**config.mk**
```make
export PLATFORM = sky130hd
export DESIGN_NAME = ledi_indicator
export DESIGN_NICKNAME = d
export VERILOG_FILES = /design/src/core/ledi_pkg.sv /design/src/core/ledi_indicator.sv /design/src/core/ledi_strap_latch.sv /design/src/core/ledi_blink_timer.sv
export SDC_FILE = /design/constraint.sdc
export NUM_CORES = 1
export LEC_CHECK = 0
export ABC_AREA = 1
export BUFFER_PORTS_ARGS = -buffer_cell sky130_fd_sc_hd__buf_2
export CORE_AREA = 2 2 124 126
export DETAILED_ROUTE_END_ITERATION = 8
export DIE_AREA = 0 0 126 128
export PLACE_DENSITY = 0.73
export SLEW_MARGIN = 20
export SYNTH_ARGS = -nofsm -noshare
export SYNTH_HDL_FRONTEND = slang
export SYNTH_SLANG_ARGS = --single-unit
```
**constraint.sdc**
```tcl
create_clock -name mclk_i -period 2.1 [get_ports mclk_i]
set_input_delay 0.42 -clock mclk_i [delete_from_list [all_inputs] [get_ports mclk_i]]
set_output_delay 0.42 -clock mclk_i [all_outputs]
set_load 0.01 [all_outputs]
```
**src/core/ledi_pkg.sv**
```systemverilog
// package for the per-port led indicator block: constants and modes
package ledi_pkg;
	// number of switch ports served
	localparam int unsigned NPORT        = 9;
	// core clock period in ns (100 MHz)
	localparam int unsigned CLK_NS       = 10;
	// blink half periods in ns
	localparam int unsigned FAST_HALF_NS = 50_000_000;
	localparam int unsigned SLOW_HALF_NS = 200_000_000;
	// longest times round down to whole cycles
	localparam int unsigned FAST_CYC     = FAST_HALF_NS / CLK_NS;
	localparam int unsigned SLOW_CYC     = SLOW_HALF_NS / CLK_NS;
	// edges after reset release before the strap is captured
	localparam logic [1:0]  STRAP_WAIT   = 2'h2;
	// register port
	localparam int unsigned AW           = 4;
	localparam int unsigned DW           = 32;
	localparam logic [3:0]  REG_STATUS   = 4'h0;
	localparam logic [3:0]  REG_CTRL     = 4'h4;
	// status fields
	localparam int unsigned ST_STRAP_LSB = 0;
	localparam int unsigned ST_MODE_LSB  = 4;
	localparam int unsigned ST_TEST_BIT  = 8;
	localparam int unsigned ST_DONE_BIT  = 9;
	// control fields and reset value
	localparam int unsigned CT_BLANK_BIT = 0;
	localparam int unsigned CT_LAMP_BIT  = 1;
	localparam logic [1:0]  CTRL_RST     = 2'h0;
	// led modes, encoded as the low strap bits
	typedef enum logic [1:0] {
		LEDI_MODE0,
		LEDI_MODE1,
		LEDI_MODE2,
		LEDI_MODE3
	} ledi_mode_t;
endpackage : ledi_pkg

```
**src/core/ledi_indicator.sv**
```systemverilog
// per-port led indicator: strap mode select and active-low drive
// Operation
// - latch strap at reset, hold mode
// - strap 0000/0001/0010 give modes 0/1/2
// - strap 0011 mode 3; others factory test
// - mode 0 led3 solid on: link, idle
// - mode 0 led3 off without link
// - mode 0 led3 blinks with traffic
// - mode 1 led3 on while receiving
// - mode 2 led3 shows 100 Mb/s activity
// - mode 3 led3 behaves as mode 0
// - mode 1 led1 on for full duplex
// - led0 speed, speed blink, or collision
`timescale 1ns/100ps
module ledi_indicator #(
	parameter int unsigned NP       = ledi_pkg::NPORT,
	parameter int unsigned FAST_CYC = ledi_pkg::FAST_CYC,
	parameter int unsigned SLOW_CYC = ledi_pkg::SLOW_CYC
) (
	// clock and reset
	input  wire logic                   mclk_i,
	input  wire logic                   rst_n_i,
	// reset-time strap pins
	input  wire logic [3:0]             led_mode_strap_i,
	// per-port status from the mac/phy, same clock
	input  wire logic [NP-1:0]          link_up_i,
	input  wire logic [NP-1:0]          speed_100_i,
	input  wire logic [NP-1:0]          full_duplex_i,
	input  wire logic [NP-1:0]          tx_act_i,
	input  wire logic [NP-1:0]          rx_act_i,
	input  wire logic [NP-1:0]          collision_i,
	// register port
	input  wire logic [ledi_pkg::AW-1:0] reg_addr_i,
	input  wire logic [ledi_pkg::DW-1:0] reg_wdata_i,
	input  wire logic                   reg_we_i,
	input  wire logic                   reg_re_i,
	output logic      [ledi_pkg::DW-1:0] reg_rdata_o,
	// active-low indicators, one bit per port
	output logic      [NP-1:0]          led0_n_o,
	output logic      [NP-1:0]          led1_n_o,
	output logic      [NP-1:0]          led2_n_o,
	output logic      [NP-1:0]          led3_n_o
);
	import ledi_pkg::*;

	// four-way pick by mode, used for led0, led2 and led3
	function automatic logic [NP-1:0] ledi_pick(
		input ledi_mode_t    m,
		input logic [NP-1:0] v0,
		input logic [NP-1:0] v1,
		input logic [NP-1:0] v2,
		input logic [NP-1:0] v3
	);
		logic [NP-1:0] r;
		r = v0;
		case (m)
			LEDI_MODE0: r = v0;
			LEDI_MODE1: r = v1;
			LEDI_MODE2: r = v2;
			LEDI_MODE3: r = v3;
			default:    r = v0;
		endcase
		return r;
	endfunction : ledi_pick

	logic [3:0]    strap_w;     // captured strap
	logic          done_w;      // capture taken
	logic          fast_tick_w; // fast half-period end
	logic          fast_ph_w;   // fast blink phase
	logic          slow_tick_w; // slow half-period end
	logic          slow_ph_w;   // slow blink phase
	ledi_mode_t    mode_w;      // decoded led mode
	logic          test_w;      // factory-test strap seen
	logic [1:0]    ctrl_q;      // blank and lamp-test bits
	logic [DW-1:0] rdata_q;     // read data register
	logic [NP-1:0] hold_f_q;    // activity seen this fast period
	logic [NP-1:0] hold_s_q;    // activity seen this slow period
	logic [NP-1:0] act_w;       // any traffic this cycle
	logic [NP-1:0] blink_f_w;   // link lit, fast blink on traffic
	logic [NP-1:0] blink_s_w;   // link lit, slow blink on traffic
	logic [NP-1:0] blink_sp_w;  // blink at each port's own speed
	logic [NP-1:0] on0_w;       // lit request per indicator
	logic [NP-1:0] on1_w;
	logic [NP-1:0] on2_w;
	logic [NP-1:0] on3_w;
	logic          normal_w;    // show status, no override
	logic          lamp_w;      // force everything lit
	logic [NP-1:0] led0_q;
	logic [NP-1:0] led1_q;
	logic [NP-1:0] led2_q;
	logic [NP-1:0] led3_q;
	logic          st_sel_w;    // status address hit
	logic          ct_sel_w;    // control address hit
	logic [DW-1:0] status_w;    // status word

	ledi_strap_latch u_strap (
		.mclk_i  (mclk_i),
		.rst_n_i (rst_n_i),
		.strap_i (led_mode_strap_i),
		.strap_o (strap_w),
		.done_o  (done_w)
	);

	// fast blink for 100 Mb/s and general activity
	ledi_blink_timer #(.HALF_CYC(FAST_CYC)) u_fast (
		.mclk_i  (mclk_i),
		.rst_n_i (rst_n_i),
		.tick_o  (fast_tick_w),
		.phase_o (fast_ph_w)
	);

	// slow blink for 10 Mb/s
	ledi_blink_timer #(.HALF_CYC(SLOW_CYC)) u_slow (
		.mclk_i  (mclk_i),
		.rst_n_i (rst_n_i),
		.tick_o  (slow_tick_w),
		.phase_o (slow_ph_w)
	);

	// low strap bits name the mode
	assign mode_w = ledi_mode_t'(strap_w[1:0]);
	// upper bits only flag factory test, never change mode
	assign test_w = |strap_w[3:2];

	// activity holds: set wins over the period-end clear
	assign act_w = tx_act_i | rx_act_i;
	always_ff @(posedge mclk_i or negedge rst_n_i) begin
		if (!rst_n_i) begin
			hold_f_q <= '0;
			hold_s_q <= '0;
		end else begin
			hold_f_q <= (hold_f_q & ~{NP{fast_tick_w}}) | act_w;
			hold_s_q <= (hold_s_q & ~{NP{slow_tick_w}}) | act_w;
		end
	end

	// lit on link, dark in blink phase while busy
	assign blink_f_w = link_up_i & ~(hold_f_q & {NP{fast_ph_w}});
	assign blink_s_w = link_up_i & ~(hold_s_q & {NP{slow_ph_w}});

	// rate chosen bit by bit: one fast port must not speed up the rest
	assign blink_sp_w = (speed_100_i & blink_f_w) | (~speed_100_i & blink_s_w);
	assign on0_w = ledi_pick(mode_w, link_up_i & speed_100_i,
		blink_sp_w, collision_i,
		link_up_i & speed_100_i);
	assign on1_w = link_up_i & full_duplex_i;
	// third indicator: collision, transmit, link, duplex
	assign on2_w = ledi_pick(mode_w, collision_i, tx_act_i, link_up_i,
		link_up_i & full_duplex_i);
	assign on3_w = ledi_pick(mode_w, blink_f_w, rx_act_i,
		blink_f_w & speed_100_i, blink_f_w);

	// dark until the strap is taken, so no stray mode shows
	assign normal_w = done_w & ~ctrl_q[CT_BLANK_BIT] & ~ctrl_q[CT_LAMP_BIT];
	assign lamp_w   = done_w & ctrl_q[CT_LAMP_BIT];

	always_ff @(posedge mclk_i or negedge rst_n_i) begin
		if (!rst_n_i) begin
			led0_q <= '1;
			led1_q <= '1;
			led2_q <= '1;
			led3_q <= '1;
		end else begin
			led0_q <= ~((on0_w & {NP{normal_w}}) | {NP{lamp_w}});
			led1_q <= ~((on1_w & {NP{normal_w}}) | {NP{lamp_w}});
			led2_q <= ~((on2_w & {NP{normal_w}}) | {NP{lamp_w}});
			led3_q <= ~((on3_w & {NP{normal_w}}) | {NP{lamp_w}});
		end
	end

	assign led0_n_o = led0_q;
	assign led1_n_o = led1_q;
	assign led2_n_o = led2_q;
	assign led3_n_o = led3_q;

	// register decode
	assign st_sel_w = (reg_addr_i == REG_STATUS);
	assign ct_sel_w = (reg_addr_i == REG_CTRL);
	assign status_w = DW'({done_w, test_w, 2'h0, 2'(mode_w), strap_w});

	// control register write
	always_ff @(posedge mclk_i or negedge rst_n_i) begin
		if (!rst_n_i) begin
			ctrl_q <= CTRL_RST;
		end else if (reg_we_i && ct_sel_w) begin
			ctrl_q <= reg_wdata_i[1:0];
		end
	end

	// read data one cycle later, zero elsewhere and on unmapped
	always_ff @(posedge mclk_i or negedge rst_n_i) begin
		if (!rst_n_i) begin
			rdata_q <= '0;
		end else if (reg_re_i && st_sel_w) begin
			rdata_q <= status_w;
		end else if (reg_re_i && ct_sel_w) begin
			rdata_q <= DW'(ctrl_q);
		end else begin
			rdata_q <= '0;
		end
	end

	assign reg_rdata_o = rdata_q;

	// checks
	property p_mode_hold;
		@(posedge mclk_i) disable iff (!rst_n_i)
		done_w |=> done_w && $stable(strap_w);
	endproperty
	a_mode_hold: assert property (p_mode_hold) else $error("mode changed after capture");

	property p_decode;
		@(posedge mclk_i) disable iff (!rst_n_i)
		(strap_w == 4'h2) |-> (mode_w == LEDI_MODE2) && !test_w;
	endproperty
	a_decode: assert property (p_decode) else $error("strap 0010 not mode 2");

	property p_decode3;
		@(posedge mclk_i) disable iff (!rst_n_i)
		(strap_w == 4'h3) |-> (mode_w == LEDI_MODE3);
	endproperty
	a_decode3: assert property (p_decode3) else $error("strap 0011 not mode 3");

	property p_m0_solid;
		@(posedge mclk_i) disable iff (!rst_n_i)
		normal_w && mode_w == LEDI_MODE0 && link_up_i[0] && !hold_f_q[0] |=> !led3_n_o[0];
	endproperty
	a_m0_solid: assert property (p_m0_solid) else $error("idle link led3 not lit");

	property p_m0_off;
		@(posedge mclk_i) disable iff (!rst_n_i)
		normal_w && mode_w == LEDI_MODE0 && !link_up_i[0] |=> led3_n_o[0];
	endproperty
	a_m0_off: assert property (p_m0_off) else $error("no link but led3 lit");

	property p_m0_blink;
		@(posedge mclk_i) disable iff (!rst_n_i)
		normal_w && mode_w == LEDI_MODE0 && hold_f_q[0] && fast_ph_w |=> led3_n_o[0];
	endproperty
	a_m0_blink: assert property (p_m0_blink) else $error("busy led3 not dark in phase");

	property p_m1_rx;
		@(posedge mclk_i) disable iff (!rst_n_i)
		normal_w && mode_w == LEDI_MODE1 |=> led3_n_o[0] == !$past(rx_act_i[0]);
	endproperty
	a_m1_rx: assert property (p_m1_rx) else $error("led3 not following receive");

	property p_m2_speed;
		@(posedge mclk_i) disable iff (!rst_n_i)
		normal_w && mode_w == LEDI_MODE2 && !speed_100_i[0] |=> led3_n_o[0];
	endproperty
	a_m2_speed: assert property (p_m2_speed) else $error("led3 lit at 10 Mb/s");

	property p_m3_solid;
		@(posedge mclk_i) disable iff (!rst_n_i)
		normal_w && mode_w == LEDI_MODE3 && link_up_i[0] && !hold_f_q[0] |=> !led3_n_o[0];
	endproperty
	a_m3_solid: assert property (p_m3_solid) else $error("mode 3 idle led3 not lit");

	property p_m1_dup;
		@(posedge mclk_i) disable iff (!rst_n_i)
		normal_w && mode_w == LEDI_MODE1 && link_up_i[0] |=> led1_n_o[0] == !$past(full_duplex_i[0]);
	endproperty
	a_m1_dup: assert property (p_m1_dup) else $error("duplex led wrong");

	property p_m2_col;
		@(posedge mclk_i) disable iff (!rst_n_i)
		normal_w && mode_w == LEDI_MODE2 && collision_i[0] |=> !led0_n_o[0];
	endproperty
	a_m2_col: assert property (p_m2_col) else $error("collision led not lit");

	property p_m1_slow;
		@(posedge mclk_i) disable iff (!rst_n_i)
		normal_w && mode_w == LEDI_MODE1 && !speed_100_i[0] && hold_s_q[0] && slow_ph_w |=> led0_n_o[0];
	endproperty
	a_m1_slow: assert property (p_m1_slow) else $error("10 Mb/s led0 not dark in slow phase");

	property p_m1_slow_on;
		@(posedge mclk_i) disable iff (!rst_n_i)
		normal_w && mode_w == LEDI_MODE1 && link_up_i[0] && !speed_100_i[0] && !slow_ph_w |=> !led0_n_o[0];
	endproperty
	a_m1_slow_on: assert property (p_m1_slow_on) else $error("10 Mb/s led0 dark in lit phase");

	property p_lamp;
		@(posedge mclk_i) disable iff (!rst_n_i)
		lamp_w |=> !(|led0_n_o) && !(|led1_n_o) && !(|led2_n_o) && !(|led3_n_o);
	endproperty
	a_lamp: assert property (p_lamp) else $error("lamp test left a led dark");

	property p_dark;
		@(posedge mclk_i) disable iff (!rst_n_i)
		!done_w |=> (&led0_n_o) && (&led1_n_o) && (&led2_n_o) && (&led3_n_o);
	endproperty
	a_dark: assert property (p_dark) else $error("led lit before capture");

	// main scenarios
	c_m0_blink: cover property (@(posedge mclk_i) disable iff (!rst_n_i)
		normal_w && mode_w == LEDI_MODE0 && hold_f_q[0] && fast_ph_w);
	c_m1_rx: cover property (@(posedge mclk_i) disable iff (!rst_n_i)
		normal_w && mode_w == LEDI_MODE1 && rx_act_i[0]);
	c_m2_col: cover property (@(posedge mclk_i) disable iff (!rst_n_i)
		normal_w && mode_w == LEDI_MODE2 && collision_i[0]);
	c_test: cover property (@(posedge mclk_i) disable iff (!rst_n_i) done_w && test_w);
	c_m1_slow: cover property (@(posedge mclk_i) disable iff (!rst_n_i)
		normal_w && mode_w == LEDI_MODE1 && !speed_100_i[0] && hold_s_q[0] && slow_ph_w);
endmodule : ledi_indicator

```
**src/core/ledi_strap_latch.sv**
```systemverilog
// strap synchroniser and one-shot capture after reset release
`timescale 1ns/100ps
module ledi_strap_latch (
	// clock and reset
	input  wire logic       mclk_i,
	input  wire logic       rst_n_i,
	// strap pins
	input  wire logic [3:0] strap_i,
	// captured value
	output logic      [3:0] strap_o,
	output logic            done_o
);
	import ledi_pkg::*;

	logic [3:0] sync1_q;  // first stage, read only by sync2
	logic [3:0] sync2_q;  // second stage
	logic [1:0] wait_q;   // edges since release
	logic [3:0] strap_q;  // captured strap
	logic       done_q;   // capture taken

	// two-flop synchroniser on the strap pins
	always_ff @(posedge mclk_i or negedge rst_n_i) begin
		if (!rst_n_i) begin
			sync1_q <= 4'h0;
			sync2_q <= 4'h0;
		end else begin
			sync1_q <= strap_i;
			sync2_q <= sync1_q;
		end
	end

	// capture once, after the synchroniser has filled; held until reset
	always_ff @(posedge mclk_i or negedge rst_n_i) begin
		if (!rst_n_i) begin
			wait_q  <= 2'h0;
			strap_q <= 4'h0;
			done_q  <= 1'b0;
		end else if (!done_q) begin
			if (wait_q == STRAP_WAIT) begin
				strap_q <= sync2_q;
				done_q  <= 1'b1;
			end else begin
				wait_q <= wait_q + 2'h1;
			end
		end
	end

	assign strap_o = strap_q;
	assign done_o  = done_q;
endmodule : ledi_strap_latch

```
**src/core/ledi_blink_timer.sv**
```systemverilog
// free-running blink timer: tick pulse and toggling phase
`timescale 1ns/100ps
module ledi_blink_timer #(
	parameter int unsigned HALF_CYC = 4
) (
	// clock and reset
	input  wire logic mclk_i,
	input  wire logic rst_n_i,
	// timer outputs
	output logic      tick_o,
	output logic      phase_o
);
	localparam int unsigned CW = $clog2(HALF_CYC + 1);
	localparam logic [CW-1:0] LAST = CW'(HALF_CYC - 1);

	logic [CW-1:0] cnt_q;    // cycle count in this half period
	logic          tick_q;   // one-cycle end of half period
	logic          phase_q;  // blink phase, high means dark

	// count half periods; phase flips with each tick
	always_ff @(posedge mclk_i or negedge rst_n_i) begin
		if (!rst_n_i) begin
			cnt_q   <= '0;
			tick_q  <= 1'b0;
			phase_q <= 1'b0;
		end else begin
			tick_q <= (cnt_q == LAST);
			cnt_q  <= (cnt_q == LAST) ? '0 : cnt_q + CW'(1);
			if (tick_q) begin
				phase_q <= ~phase_q;
			end
		end
	end

	assign tick_o  = tick_q;
	assign phase_o = phase_q;
endmodule : ledi_blink_timer

```
==> metrics.cfg, run 1 <==
[sta]
hold_violations = 0
post-route-min-period_ns = 1.72
rsz0062_at_grt = false
tightest_slew_ns = 0.501
fin_skew_ns = 0.0129
relSlewSlack = 0.666
tns_ns = 0
max_freq_mhz = 583
finalCritPeriodShare = 0.817
finalMaxSlewViolations = 0
setup_viol = 0

[setup_path]
path_max_fanout = 10
crit_path_end = led0_n_o[4]$_DFF_PN1_
crit_buf_inv = 3
cp_slowest_cell = dfrtp_1
arrival_ns = 2.08
worstPathRequired_ns = 2.46
cp-start-kind = register
crit_path_frequent_cell = nand3_1
cp_num_cells = 8
path_delay_family = simple AND/OR/NAND/NOR gates
r2r-start = u_strap.strap_o[0]$_DFFE_PN0P_
reg2reg_depth = 8
crit_chain = inv_1, ha_1, clkinv_1, nand3_1, nand3_1, nand3_1, nand2_1, inv_1
criticalPathCategory = reg -> reg
r2r_slack_ns = 0.38
r2r-end = led0_n_o[4]$_DFF_PN1_
crit_path_end_kind = register
cpPeakStageDelay_ns = 0.40
crit_start = u_strap.strap_o[0]$_DFFE_PN0P_

[placed_design]
gp_congestion = 0.900
dpl_cell_area_sq_mm = 0.00752
placement.io_buffers = 111
dpl.hpwl_microns = 11500

[detailed_routing]
drc_errors = 0
vias_per_cell = 4.98
ant_nets = 0
wl_per_cell_microns = 13.5
drt_iter0_markers = 455
routed_wl_microns = 15700
drtPass1Iterations = 5
num_vias = 5806

[clock_tree]
cts_buffer_depth = 2
cts_tree = built
numCtsBuffers = 17
clock_sinks = 131
post_cts_buffers = 0
path_clk_slew_ns = 0.06
ctsResizeCount = 0
clk_latency_ns = 0.42
htree_levels = 4
cts_root_buffer = clkbuf_16
postCtsHoldBufs = 1

[grt]
grt.busiest_layer = met2
use_met2 = 0.321
grt_use_met3 = 0.0530
grt_max_degree = 46
grtUsageMet1 = 0.262
grt_pass1_vias = 5324
overflow = 0
grt_pass1_wl_microns = 25900
grt_use_total = 0.200
antenna_found_initial = 0

[power]
power.total_w = 0.00660
p_per_area_mw_per_mm2 = 812
ir_drop_v = 0.000495
leakage_nw = 4.10

[synthesis]
yosysSeqAreaShare = 0.488
ys_ff_latch = 131
synth.distinct_cells = 30
synth_area_sq_mm = 0.00681
ys_warn_count = 0
avgSynthCellArea_sq_um = 8.05
synth_cells = 846

[floorplan]
core_area_sq_mm = 0.0149
start_util = 0.458
die_area_sq_mm = 0.0161
rows = 45
io_pins = 166
die_y_microns = 128
die_w_microns = 126

[hold_path]
holdCritPathClass = in -> reg

[flow_run]
drv_cap = 0

[final_layout]
drive_above_1_share = 0.231
final_common_cell = nand2_1
area_growth_pct = 19.4
fin_area_sq_mm = 0.00813
n_antenna_cell = 0
nets = 1072
num-fill-cells = 1367
multi_input_area_sq_mm = 0.00291
final_cell_mix = nand2_1 (168), nor2_1 (115), buf_2 (110)
register_area_sq_mm = 0.00332

[status]
status = finished clean

worst min-delay path by stage:
stage                            startpoint                            to  depth (start not counted)
2_1_floorplan                       rst_n_i         ctrl_q[0]$_DFFE_PN0P_                          0
3_3_place_gp   u_strap.sync1_q[2]$_DFF_PN0_  u_strap.sync2_q[2]$_DFF_PN0_                          0
3_5_place_dp   u_strap.sync1_q[0]$_DFF_PN0_  u_strap.sync2_q[0]$_DFF_PN0_                          0
4_1_cts                 led_mode_strap_i[2]  u_strap.sync1_q[2]$_DFF_PN0_                          1
5_1_grt                 led_mode_strap_i[2]  u_strap.sync1_q[2]$_DFF_PN0_                          1
6_report                led_mode_strap_i[2]  u_strap.sync1_q[2]$_DFF_PN0_                          1
cell usage after synthesis (all sizes together):
| library cell | number | area [sq um] |
|---|---|---|
| dfrtp | 95 | 2380 |
| nor3 | 8 | 40.0 |
| conb | 1 | 3.75 |
| nor2 | 136 | 618 |
| ha | 8 | 100 |
| xor2 | 20 | 175 |
| o211ai | 8 | 60.1 |
| nand3b | 4 | 30.0 |
| a21oi | 43 | 215 |
| o22ai | 2 | 12.5 |
| a21boi | 1 | 7.51 |
| buf | 36 | 236 |
| o21ai | 29 | 145 |
| a31oi | 9 | 56.3 |
| xnor2 | 8 | 70.1 |
| nand4 | 15 | 93.8 |
| nand3 | 96 | 495 |
| inv | 100 | 375 |
| dfstp | 36 | 946 |
| clkbuf | 9 | 33.8 |
| clkinv | 3 | 11.3 |
| nand2 | 179 | 704 |
final cells by class:
cell class / count / share of cell area
multi-input cells: 590 / 0.358
inverters: 103 / 0.0475
flip-flops and latches: 131 / 0.409
well taps: 188 / 0.0289
repair buffers: 123 / 0.0831
clock inverters: 9 / 0.0158
clock buffers: 23 / 0.0575
through the flow:
| stage | hold WS (ns) | instances | utilization | setup WS, ns |
|---|---|---|---|---|
| after floorplan | 0.124 | 869 | - | 0.609 |
| after global placement | 0.332 | 1134 | 0.506 | 0.475 |
| after detailed placement | 0.340 | 1134 | 0.506 | 0.442 |
| after CTS | 0.0934 | 1167 | 0.547 | 0.384 |
| after global routing | 0.0895 | 1167 | 0.547 | 0.288 |
| final | 0.111 | 1167 | 0.547 | 0.385 |
registers in the layout, summed over array words and instances, names as in the netlist, 2 cells and up:
name,flops
u_strap.sync2_q,4
led3_n_o,9
u_strap.sync1_q,4
hold_s_q,9
u_strap.wait_q,2
u_strap.strap_o,4
led1_n_o,9
u_slow.cnt_q,25
ctrl_q,2
u_fast.cnt_q,23
hold_f_q,9
led0_n_o,9
reg_rdata_o,8
led2_n_o,9
power breakdown:
| part | switching [W] | internal [W] |
|---|---|---|
| clock | 0.00107 | 0.00193 |
| sequential | 0.0000419 | 0.00279 |
| combinational | 0.000495 | 0.000277 |
per-layer routing:
layer  part of all wire  vias to the layer above
met4              0.024                        0
met5                  0                        -
met1               0.44                     2662
met3              0.064                       30
li1                   -                     2898
met2               0.47                      216
cells by family (layout without fill, tap and decap cells):
| family | count (synthesis) | count (layout) | synth area share |
|---|---|---|---|
| XOR/XNOR | 28 | 28 | 0.0360 |
| flip-flops | 131 | 131 | 0.488 |
| other | 1 | 24 | 0.000551 |
| AND/OR/NAND/NOR | 438 | 438 | 0.291 |
| AO/OA/AOI/OAI | 92 | 92 | 0.0730 |
| adder cells (fa/ha/maj) | 8 | 8 | 0.0147 |
| buffers and inverters | 148 | 258 | 0.0965 |
No activity file was read; power rests on OpenSTA's default activity.
==> inputs of run 2 (changes only) <==
--- a/config.mk
+++ b/config.mk
@@ -5,12 +5,12 @@
 export SDC_FILE = /design/constraint.sdc
 export NUM_CORES = 1
 export LEC_CHECK = 0
-export ABC_AREA = 1
+export ABC_AREA = 0
 export BUFFER_PORTS_ARGS = -buffer_cell sky130_fd_sc_hd__buf_2
-export CORE_AREA = 2 2 124 126
+export CORE_AREA = 2 2 118 120
 export DETAILED_ROUTE_END_ITERATION = 8
-export DIE_AREA = 0 0 126 128
-export PLACE_DENSITY = 0.73
+export DIE_AREA = 0 0 120 122
+export PLACE_DENSITY = 0.77
 export SLEW_MARGIN = 20
 export SYNTH_ARGS = -nofsm -noshare
 export SYNTH_HDL_FRONTEND = slang
==> constraint.sdc (replaced) <==
create_clock -name mclk_i -period 1.41 [get_ports mclk_i]
set_input_delay 0.282 -clock mclk_i [delete_from_list [all_inputs] [get_ports mclk_i]]
set_output_delay 0.282 -clock mclk_i [all_outputs]
set_load 0.01 [all_outputs]
==> run 2 against run 1 <==
Compared with the run above:
- the flow now finishes with violations (setup timing)
- combinational power up 130%
- critical path depth up 1
- non-clock buffer count up 100
- cell area up 10%
- count of clock-buffer cells in the layout down 5
- sequential share of layout area down 3.8 points
==> metrics.cfg, run 2 <==
[status]
status = finished, violations left  ; was finished clean
violations = setup timing

[sta]
hold_slack_ns = 0.0380  ; was 0.111 ns
rsz0062_at_grt = true  ; was false
finalCritPeriodShare = 1.16  ; was 0.817
finalMaxSlewViolations = 0  ; unchanged
fin_skew_ns = 0.00809  ; was 0.0129 ns
fin_ws_ns = -0.226  ; was 0.385 ns
max_freq_mhz = 611  ; was 583 MHz
setup_viol = 55  ; was 0
hold_violations = 0  ; unchanged
post-route-min-period_ns = 1.64  ; was 1.72 ns

[detailed_routing]
routed_wl_microns = 17600  ; was 15700 microns
drt_iter0_markers = 596  ; was 455
ant_nets = 0  ; unchanged
drc_errors = 0  ; unchanged
drtPass1Iterations = 5  ; unchanged
wl_per_cell_microns = 17.2  ; was 13.5 microns
num_vias = 5616  ; was 5806
vias_per_cell = 5.46  ; was 4.98

[setup_path]
r2r-start = u_strap.strap_o[0]$_DFFE_PN0P_  ; unchanged
r2r_slack_ns = -0.23  ; was 0.38 ns
cpPeakStageDelay_ns = 0.41  ; was 0.40 ns
arrival_ns = 1.97  ; was 2.08 ns
r2r-end = led3_n_o[8]$_DFF_PN1_  ; was led0_n_o[4]$_DFF_PN1_
worstPathRequired_ns = 1.75  ; was 2.46 ns
crit_chain = inv_2, ha_4, buf_12, buf_6, nand2_2, nand2_2, nand3_2, o21ai_2, a21oi_2  ; was inv_1, ha_1, clkinv_1, nand3_1, nand3_1, nand3_1, nand2_1, inv_1
cp-start-kind = register  ; unchanged
cp_num_cells = 9  ; was 8
criticalPathCategory = reg -> reg  ; unchanged
path_delay_family = flip-flops  ; was simple AND/OR/NAND/NOR gates
cp_slowest_cell = dfrtp_1  ; unchanged
crit_path_frequent_cell = nand2_2  ; was nand3_1
reg2reg_depth = 9  ; was 8
crit_buf_inv = 3  ; unchanged
crit_start = u_strap.strap_o[0]$_DFFE_PN0P_  ; unchanged
path_max_fanout = 5  ; was 10
crit_path_end = led3_n_o[8]$_DFF_PN1_  ; was led0_n_o[4]$_DFF_PN1_
crit_path_end_kind = register  ; unchanged

[clock_tree]
clk_latency_ns = 0.41  ; was 0.42 ns
htree_levels = 4  ; unchanged
clock_sinks = 131  ; unchanged
cts_root_buffer = clkbuf_16  ; unchanged
cts_tree = built  ; unchanged
numCtsBuffers = 17  ; unchanged
path_clk_slew_ns = 0.06  ; about the same
cts_buffer_depth = 2  ; unchanged

[synthesis]
synth-edff-count = 0  ; unchanged
yosysSeqAreaShare = 0.540  ; was 0.488
synth_cells = 625  ; was 846
ys_ff_latch = 131  ; unchanged
yosys-top-cells-area = dfrtp_1 (39%), dfstp_2 (15%), nand2_1 (5.5%), o21ai_0 (4.1%), nor2_1 (3.2%)  ; was dfrtp_1 (35%), dfstp_2 (14%), nand2_1 (9.3%), nand3_1 (6.8%), nor2_1 (6.3%)
synth.distinct_cells = 45  ; was 30
synth.most_common_cell = dfrtp_1  ; was nand2_1
synth_area_leader_cell = dfrtp_1  ; unchanged
yosysTopAreaCellShare = 0.386  ; was 0.349
avgSynthCellArea_sq_um = 9.84  ; was 8.05 sq um
synth_area_sq_mm = 0.00615  ; was 0.00681 sq mm
ys_warn_count = 0  ; unchanged
synth.top_cells.by_count = dfrtp_1 (95), nand2_1 (90), nor2_1 (52)  ; was nand2_1 (168), nor2_1 (115), dfrtp_1 (95), inv_1 (95), nand3_1 (93)
synthFlopType = dfrtp_1  ; unchanged
async_flop_share = 1.00  ; unchanged

[grt]
overflow = 0  ; unchanged
grt_pass1_vias = 5455  ; was 5324
grt_use_total = 0.231  ; was 0.200
antenna_found_initial = 0  ; unchanged
grt_pass1_wl_microns = 26600  ; was 25900 microns
grt_max_degree = 47  ; was 46

[power]
ir_drop_v = 0.000935  ; was 0.000495 V
p_per_area_mw_per_mm2 = 1190  ; was 812 mW/mm^2
leakage_nw = 4.18  ; was 4.10 nW

[floorplan]
io_pins = 166  ; unchanged
start_util = 0.456  ; was 0.458
rows = 43  ; was 45
die_w_microns = 120  ; was 126 microns
die_y_microns = 122  ; was 128 microns
core_area_sq_mm = 0.0135  ; was 0.0149 sq mm
die_area_sq_mm = 0.0146  ; was 0.0161 sq mm

[final_layout]
multi_input_area_sq_mm = 0.00306  ; was 0.00291 sq mm
nets = 942  ; was 1072
fin_area_sq_mm = 0.00898  ; was 0.00813 sq mm
num-fill-cells = 903  ; was 1367
n_antenna_cell = 0  ; unchanged
final_cell_mix = buf_2 (110), dfrtp_1 (94), buf_4 (79)  ; was nand2_1 (168), nor2_1 (115), buf_2 (110)
area_growth_pct = 45.9  ; was 19.4%
top_regs = u_slow.cnt_q (25), u_fast.cnt_q (23)  ; unchanged
regMostFlops = u_slow.cnt_q  ; unchanged
drive_above_1_share = 0.477  ; was 0.231
final_common_cell = buf_2  ; was nand2_1
register_area_sq_mm = 0.00332  ; about the same
largest_register_ffs = 25  ; unchanged

[flow_run]
drv_cap = 0  ; unchanged

[placed_design]
dpl_cell_area_sq_mm = 0.00753  ; was 0.00752 sq mm
gp_congestion = 0.844  ; was 0.900
dpl.hpwl_microns = 10100  ; was 11500 microns
placement.io_buffers = 111  ; unchanged

[hold_path]
holdCritPathClass = in -> reg  ; unchanged

-- run 2: cell count changes after synthesis, moves of 10 or more --
cell	before	now
nor2_1	115	52
xnor2_1	8	19
inv_1	95	22
nand2_1	168	90
clkbuf_1	9	23
o21ai_0	29	50
a21oi_1	43	21
nor2_2	10	0
nand3_1	93	31
nor2_4	11	0
nor2b_1	0	13
-- run 2: worst register-to-register path: stages, from the launching register on --
cell and delay, ns:
dfrtp_1 0.41, inv_2 0.13, ha_4 0.27, buf_12 0.17, buf_6 0.12, nand2_2 0.05, nand2_2 0.07, nand3_2 0.09
o21ai_2 0.20, a21oi_2 0.08
-- run 2: worst min path at each step --
stage / from / end / slack (ns) / cells past startpoint
after floorplan: rst_n_i / ctrl_q[0]$_DFFE_PN0P_ / -0.01 / 0
final: full_duplex_i[1] / led1_n_o[1]$_DFF_PN1_ / 0.04 / 2
after global routing: full_duplex_i[1] / led1_n_o[1]$_DFF_PN1_ / 0.03 / 2
after global placement: rst_n_i / reg_rdata_o[1]$_DFF_PN0_ / 0.17 / 1
after detailed placement: rst_n_i / reg_rdata_o[3]$_DFF_PN0_ / 0.17 / 1
after CTS: full_duplex_i[8] / led1_n_o[8]$_DFF_PN1_ / 0.03 / 2
-- run 2: repair_timing --
item | CTS | global route
pin swaps | 39 | 55
endpoints found under the hold margin | 19 | 0
cloned | 4 | 1
resized for setup | 78 | 85
hold buffers | 5 | 0
endpoints found under the setup margin | 61 | 67
setup buffers | 9 | 6
-- run 2: layer usage --
metal  vias up  GRT usage  routed length (microns)
met5         -          0                        0
met4         0      0.127                      839
met3        88     0.0515                     1290
met2       341      0.403                     8900
met1      2672      0.264                     6620
li1       2515          -                        -
-- run 2: cell type report --
type,instances,area share
sequential,131,0.370
multi-input combinational,441,0.341
timing repair buffer,223,0.186
clock buffer,18,0.0489
tap,180,0.0251
clock inverter,14,0.0197
inverter,22,0.00948
-- run 2: logic make-up after synthesis --
kind of cell	share of synthesized area
flip-flops	0.540
other	0.000610
XOR/XNOR	0.0555
AO/OA/AOI/OAI	0.117
multiplexers	0.0173
buffers and inverters	0.0626
AND/OR/NAND/NOR	0.190
adder cells (fa/ha/maj)	0.0163
-- run 2: metrics by stage --
stage	utilization	setup WS, ns	std cells	TNS, ns	power (W)
floorplan	-	-0.145	648	-0.828	0.00514
global placement	0.558	-0.123	974	-1.84	0.00578
detailed placement	0.558	-0.166	974	-2.87	0.00580
CTS	0.640	-0.161	1024	-3.67	0.0105
global route	0.665	-0.263	1029	-9.67	0.0110
finish	0.665	-0.226	1029	-5.57	0.0107
-- run 2: where the power goes --
part / internal (W) / leakage [nW] / total [W] / switching (W)
logic: 0.000701 / 2.35 / 0.00174 / 0.00104
clock network: 0.00285 / 0.286 / 0.00458 / 0.00173
registers: 0.00424 / 1.54 / 0.00433 / 0.0000938
total: 0.00778 / 4.18 / 0.0107 / 0.00287
==> inputs of run 3 (changes only) <==
--- a/config.mk
+++ b/config.mk
@@ -7,10 +7,12 @@
 export LEC_CHECK = 0
 export ABC_AREA = 0
 export BUFFER_PORTS_ARGS = -buffer_cell sky130_fd_sc_hd__buf_2
-export CORE_AREA = 2 2 118 120
+export CELL_PAD_IN_SITES_DETAIL_PLACEMENT = 2
+export CELL_PAD_IN_SITES_GLOBAL_PLACEMENT = 2
+export CORE_AREA = 2 2 136 165
 export DETAILED_ROUTE_END_ITERATION = 8
-export DIE_AREA = 0 0 120 122
-export PLACE_DENSITY = 0.77
+export DIE_AREA = 0 0 138 167
+export PLACE_DENSITY = 0.79
 export SLEW_MARGIN = 20
 export SYNTH_ARGS = -nofsm -noshare
 export SYNTH_HDL_FRONTEND = slang
==> run 3 against run 2 <==
Compared with the run above:
- the run still ends with setup timing left
- combinational power up 30%
- global-route usage up 4.1 points
- first-iteration DRC count down 35%
- sequential power up 1%
- cell area up 14%
- flip-flop and latch count unchanged
- maximum frequency down 17%
- clock skew up 0.018 ns
- non-clock buffer count up 37
- highest routed layer unchanged
==> metrics.cfg, run 3 (synthesized netlist as in run 2, its figures left out) <==
[final_layout]
final_cell_mix = buf_2 (108), buf_4 (90), dfrtp_1 (89)  ; was buf_2 (110), dfrtp_1 (94), buf_4 (79)
num-fill-cells = 2090  ; was 903
area_growth_pct = 65.9  ; was 45.9%
regMostFlops = u_slow.cnt_q  ; unchanged
nets = 979  ; was 942
final_common_cell = buf_2  ; unchanged
drive_above_1_share = 0.597  ; was 0.477
top_regs = u_slow.cnt_q (25), u_fast.cnt_q (23)  ; unchanged
largest_register_ffs = 25  ; unchanged
fin_util = 0.477  ; was 0.665

[sta]
finalCritPeriodShare = 1.39  ; was 1.16
post-route-min-period_ns = 1.97  ; was 1.64 ns
fin_skew_ns = 0.0263  ; was 0.00809 ns
rsz0062_at_grt = true  ; unchanged
hold_violations = 0  ; unchanged
fin_ws_ns = -0.556  ; was -0.226 ns
finalMaxSlewViolations = 0  ; unchanged
max_freq_mhz = 509  ; was 611 MHz
setup_viol = 76  ; was 55

[setup_path]
path_max_fanout = 2  ; was 5
reg2reg_depth = 5  ; was 9
criticalPathCategory = reg -> reg  ; unchanged
worstPathRequired_ns = 1.74  ; was 1.75 ns
crit_path_end_kind = register  ; unchanged
cp-start-kind = register  ; unchanged
arrival_ns = 2.29  ; was 1.97 ns

[placed_design]
dpl.hpwl_microns = 14600  ; was 10100 microns
placement.io_buffers = 111  ; unchanged
post-place-ws_ns = -0.312  ; was -0.166 ns
gp_congestion = 0.776  ; was 0.844

[detailed_routing]
wl_per_cell_microns = 31.6  ; was 17.2 microns
num_vias = 6540  ; was 5616
drt_iter0_markers = 388  ; was 596
drc_errors = 0  ; unchanged
ant_nets = 0  ; unchanged
vias_per_cell = 5.63  ; was 5.46
routed_wl_microns = 36700  ; was 17600 microns
drtPass1Iterations = 5  ; unchanged

[clock_tree]
path_clk_slew_ns = 0.08  ; was 0.06 ns
htree_levels = 4  ; unchanged
clock_sinks = 131  ; unchanged
cts_buffer_depth = 2  ; unchanged
numCtsBuffers = 17  ; unchanged
cts_tree = built  ; unchanged
clk_latency_ns = 0.46  ; was 0.41 ns
cts_root_buffer = clkbuf_16  ; unchanged

[power]
leakage_nw = 4.67  ; was 4.18 nW
switchingPower_w = 0.00367  ; was 0.00287 W
seqPwrFrac = 0.381  ; was 0.406
p_per_area_mw_per_mm2 = 1120  ; was 1190 mW/mm^2
ir_drop_v = 0.000838  ; was 0.000935 V
p_sw_frac = 0.319  ; was 0.269
p_int_w = 0.00782  ; was 0.00778 W
combPwrFrac = 0.197  ; was 0.164
p_clk_frac = 0.422  ; was 0.430
power.total_w = 0.0115  ; was 0.0107 W

[grt]
overflow = 0  ; unchanged
antenna_found_initial = 1  ; was 0
grt_pass1_vias = 7114  ; was 5455
grt_max_degree = 64  ; was 47
grt_use_total = 0.272  ; was 0.231
grt_pass1_wl_microns = 46800  ; was 26600 microns

[status]
violations = setup timing  ; unchanged
status = finished, violations left  ; unchanged

[floorplan]
io_pins = 166  ; unchanged
die_y_microns = 167  ; was 122 microns
start_util = 0.287  ; was 0.456
core_area_sq_mm = 0.0214  ; was 0.0135 sq mm
rows = 59  ; was 43
die_w_microns = 138  ; was 120 microns
die_area_sq_mm = 0.0230  ; was 0.0146 sq mm

[flow_run]
drv_cap = 0  ; unchanged

[hold_path]
holdCritPathClass = in -> reg  ; unchanged
hold_path_depth = 2  ; unchanged

[run 3: cell type report]
| type | count | area, sq um | area share |
|---|---|---|---|
| Antenna cell | 1 | 2.50 | 0.000245 |
| Clock buffer | 18 | 439 | 0.0430 |
| Timing Repair Buffer | 260 | 2100 | 0.205 |
| Tap cell | 274 | 343 | 0.0336 |
| Sequential cell | 131 | 3330 | 0.326 |
| Inverter | 22 | 90.1 | 0.00882 |
| Clock inverter | 14 | 165 | 0.0162 |
| Multi-Input combinational cell | 441 | 3740 | 0.367 |
[run 3: path summary, 6_finish.rpt]
| path | end | slack [ns] | from |
|---|---|---|---|
| max | u_fast.cnt_q[19]$_DFF_PN0_ | -0.56 | u_fast.cnt_q[7]$_DFF_PN0_ |
| min | led1_n_o[0]$_DFF_PN1_ | 0.008 | full_duplex_i[0] |
| max reg2reg | u_fast.cnt_q[19]$_DFF_PN0_ | -0.56 | u_fast.cnt_q[7]$_DFF_PN0_ |
| min reg2reg | u_strap.sync2_q[3]$_DFF_PN0_ | 0.35 | u_strap.sync1_q[3]$_DFF_PN0_ |
| max in group asynchronous | led0_n_o[7]$_DFF_PN1_ | 0.49 | rst_n_i |
| min in group asynchronous | u_fast.cnt_q[13]$_DFF_PN0_ | 0.23 | rst_n_i |
[run 3: per-stage QoR]
step	std cells	hold slack (ns)	TNS (ns)	cell area (sq um)
2_1_floorplan	648	-0.0136	-0.828	6340
3_3_place_gp	1070	0.147	-5.52	7660
3_5_place_dp	1070	0.152	-8.64	7660
4_1_cts	1139	0.00893	-9.05	9390
5_1_grt	1161	-0.00593	-21.85	10200
6_report	1161	0.00837	-19.69	10200
[run 3: power groups by stage]
stage,Combinational (W),Clock [W],Sequential (W)
2_1_floorplan,0.000595,0,0.00454
3_3_place_gp,0.00145,0,0.00438
3_5_place_dp,0.00150,0,0.00440
4_1_cts,0.00184,0.00469,0.00434
5_1_grt,0.00233,0.00504,0.00439
6_report,0.00226,0.00485,0.00438
[run 3: repair_timing]
item	in CTS	in global routing
endpoints found under the setup margin	71	74
hold endpoints to repair	24	0
gates resized for setup	186	155
buffers inserted	27	27
pin swaps	90	90
hold buffers	5	0
cloned	5	0
[run 3: worst max-delay path: stages (launching register included)]
cell	delay (ns)
dfrtp_2	0.46
nor4_4	0.31
nand4_1	0.25
nor4_4	0.31
o21ba_1	0.23
mux2_4	0.27
[run 3: routing by layer]
| layer | up-vias | wire [microns] | global-route usage |
|---|---|---|---|
| met2 | 391 | 19100 | 0.500 |
| li1 | 2602 | - | - |
| met5 | - | 0 | 0 |
| met1 | 3390 | 13200 | 0.282 |
| met3 | 157 | 2030 | 0.0584 |
| met4 | 0 | 2410 | 0.163 |
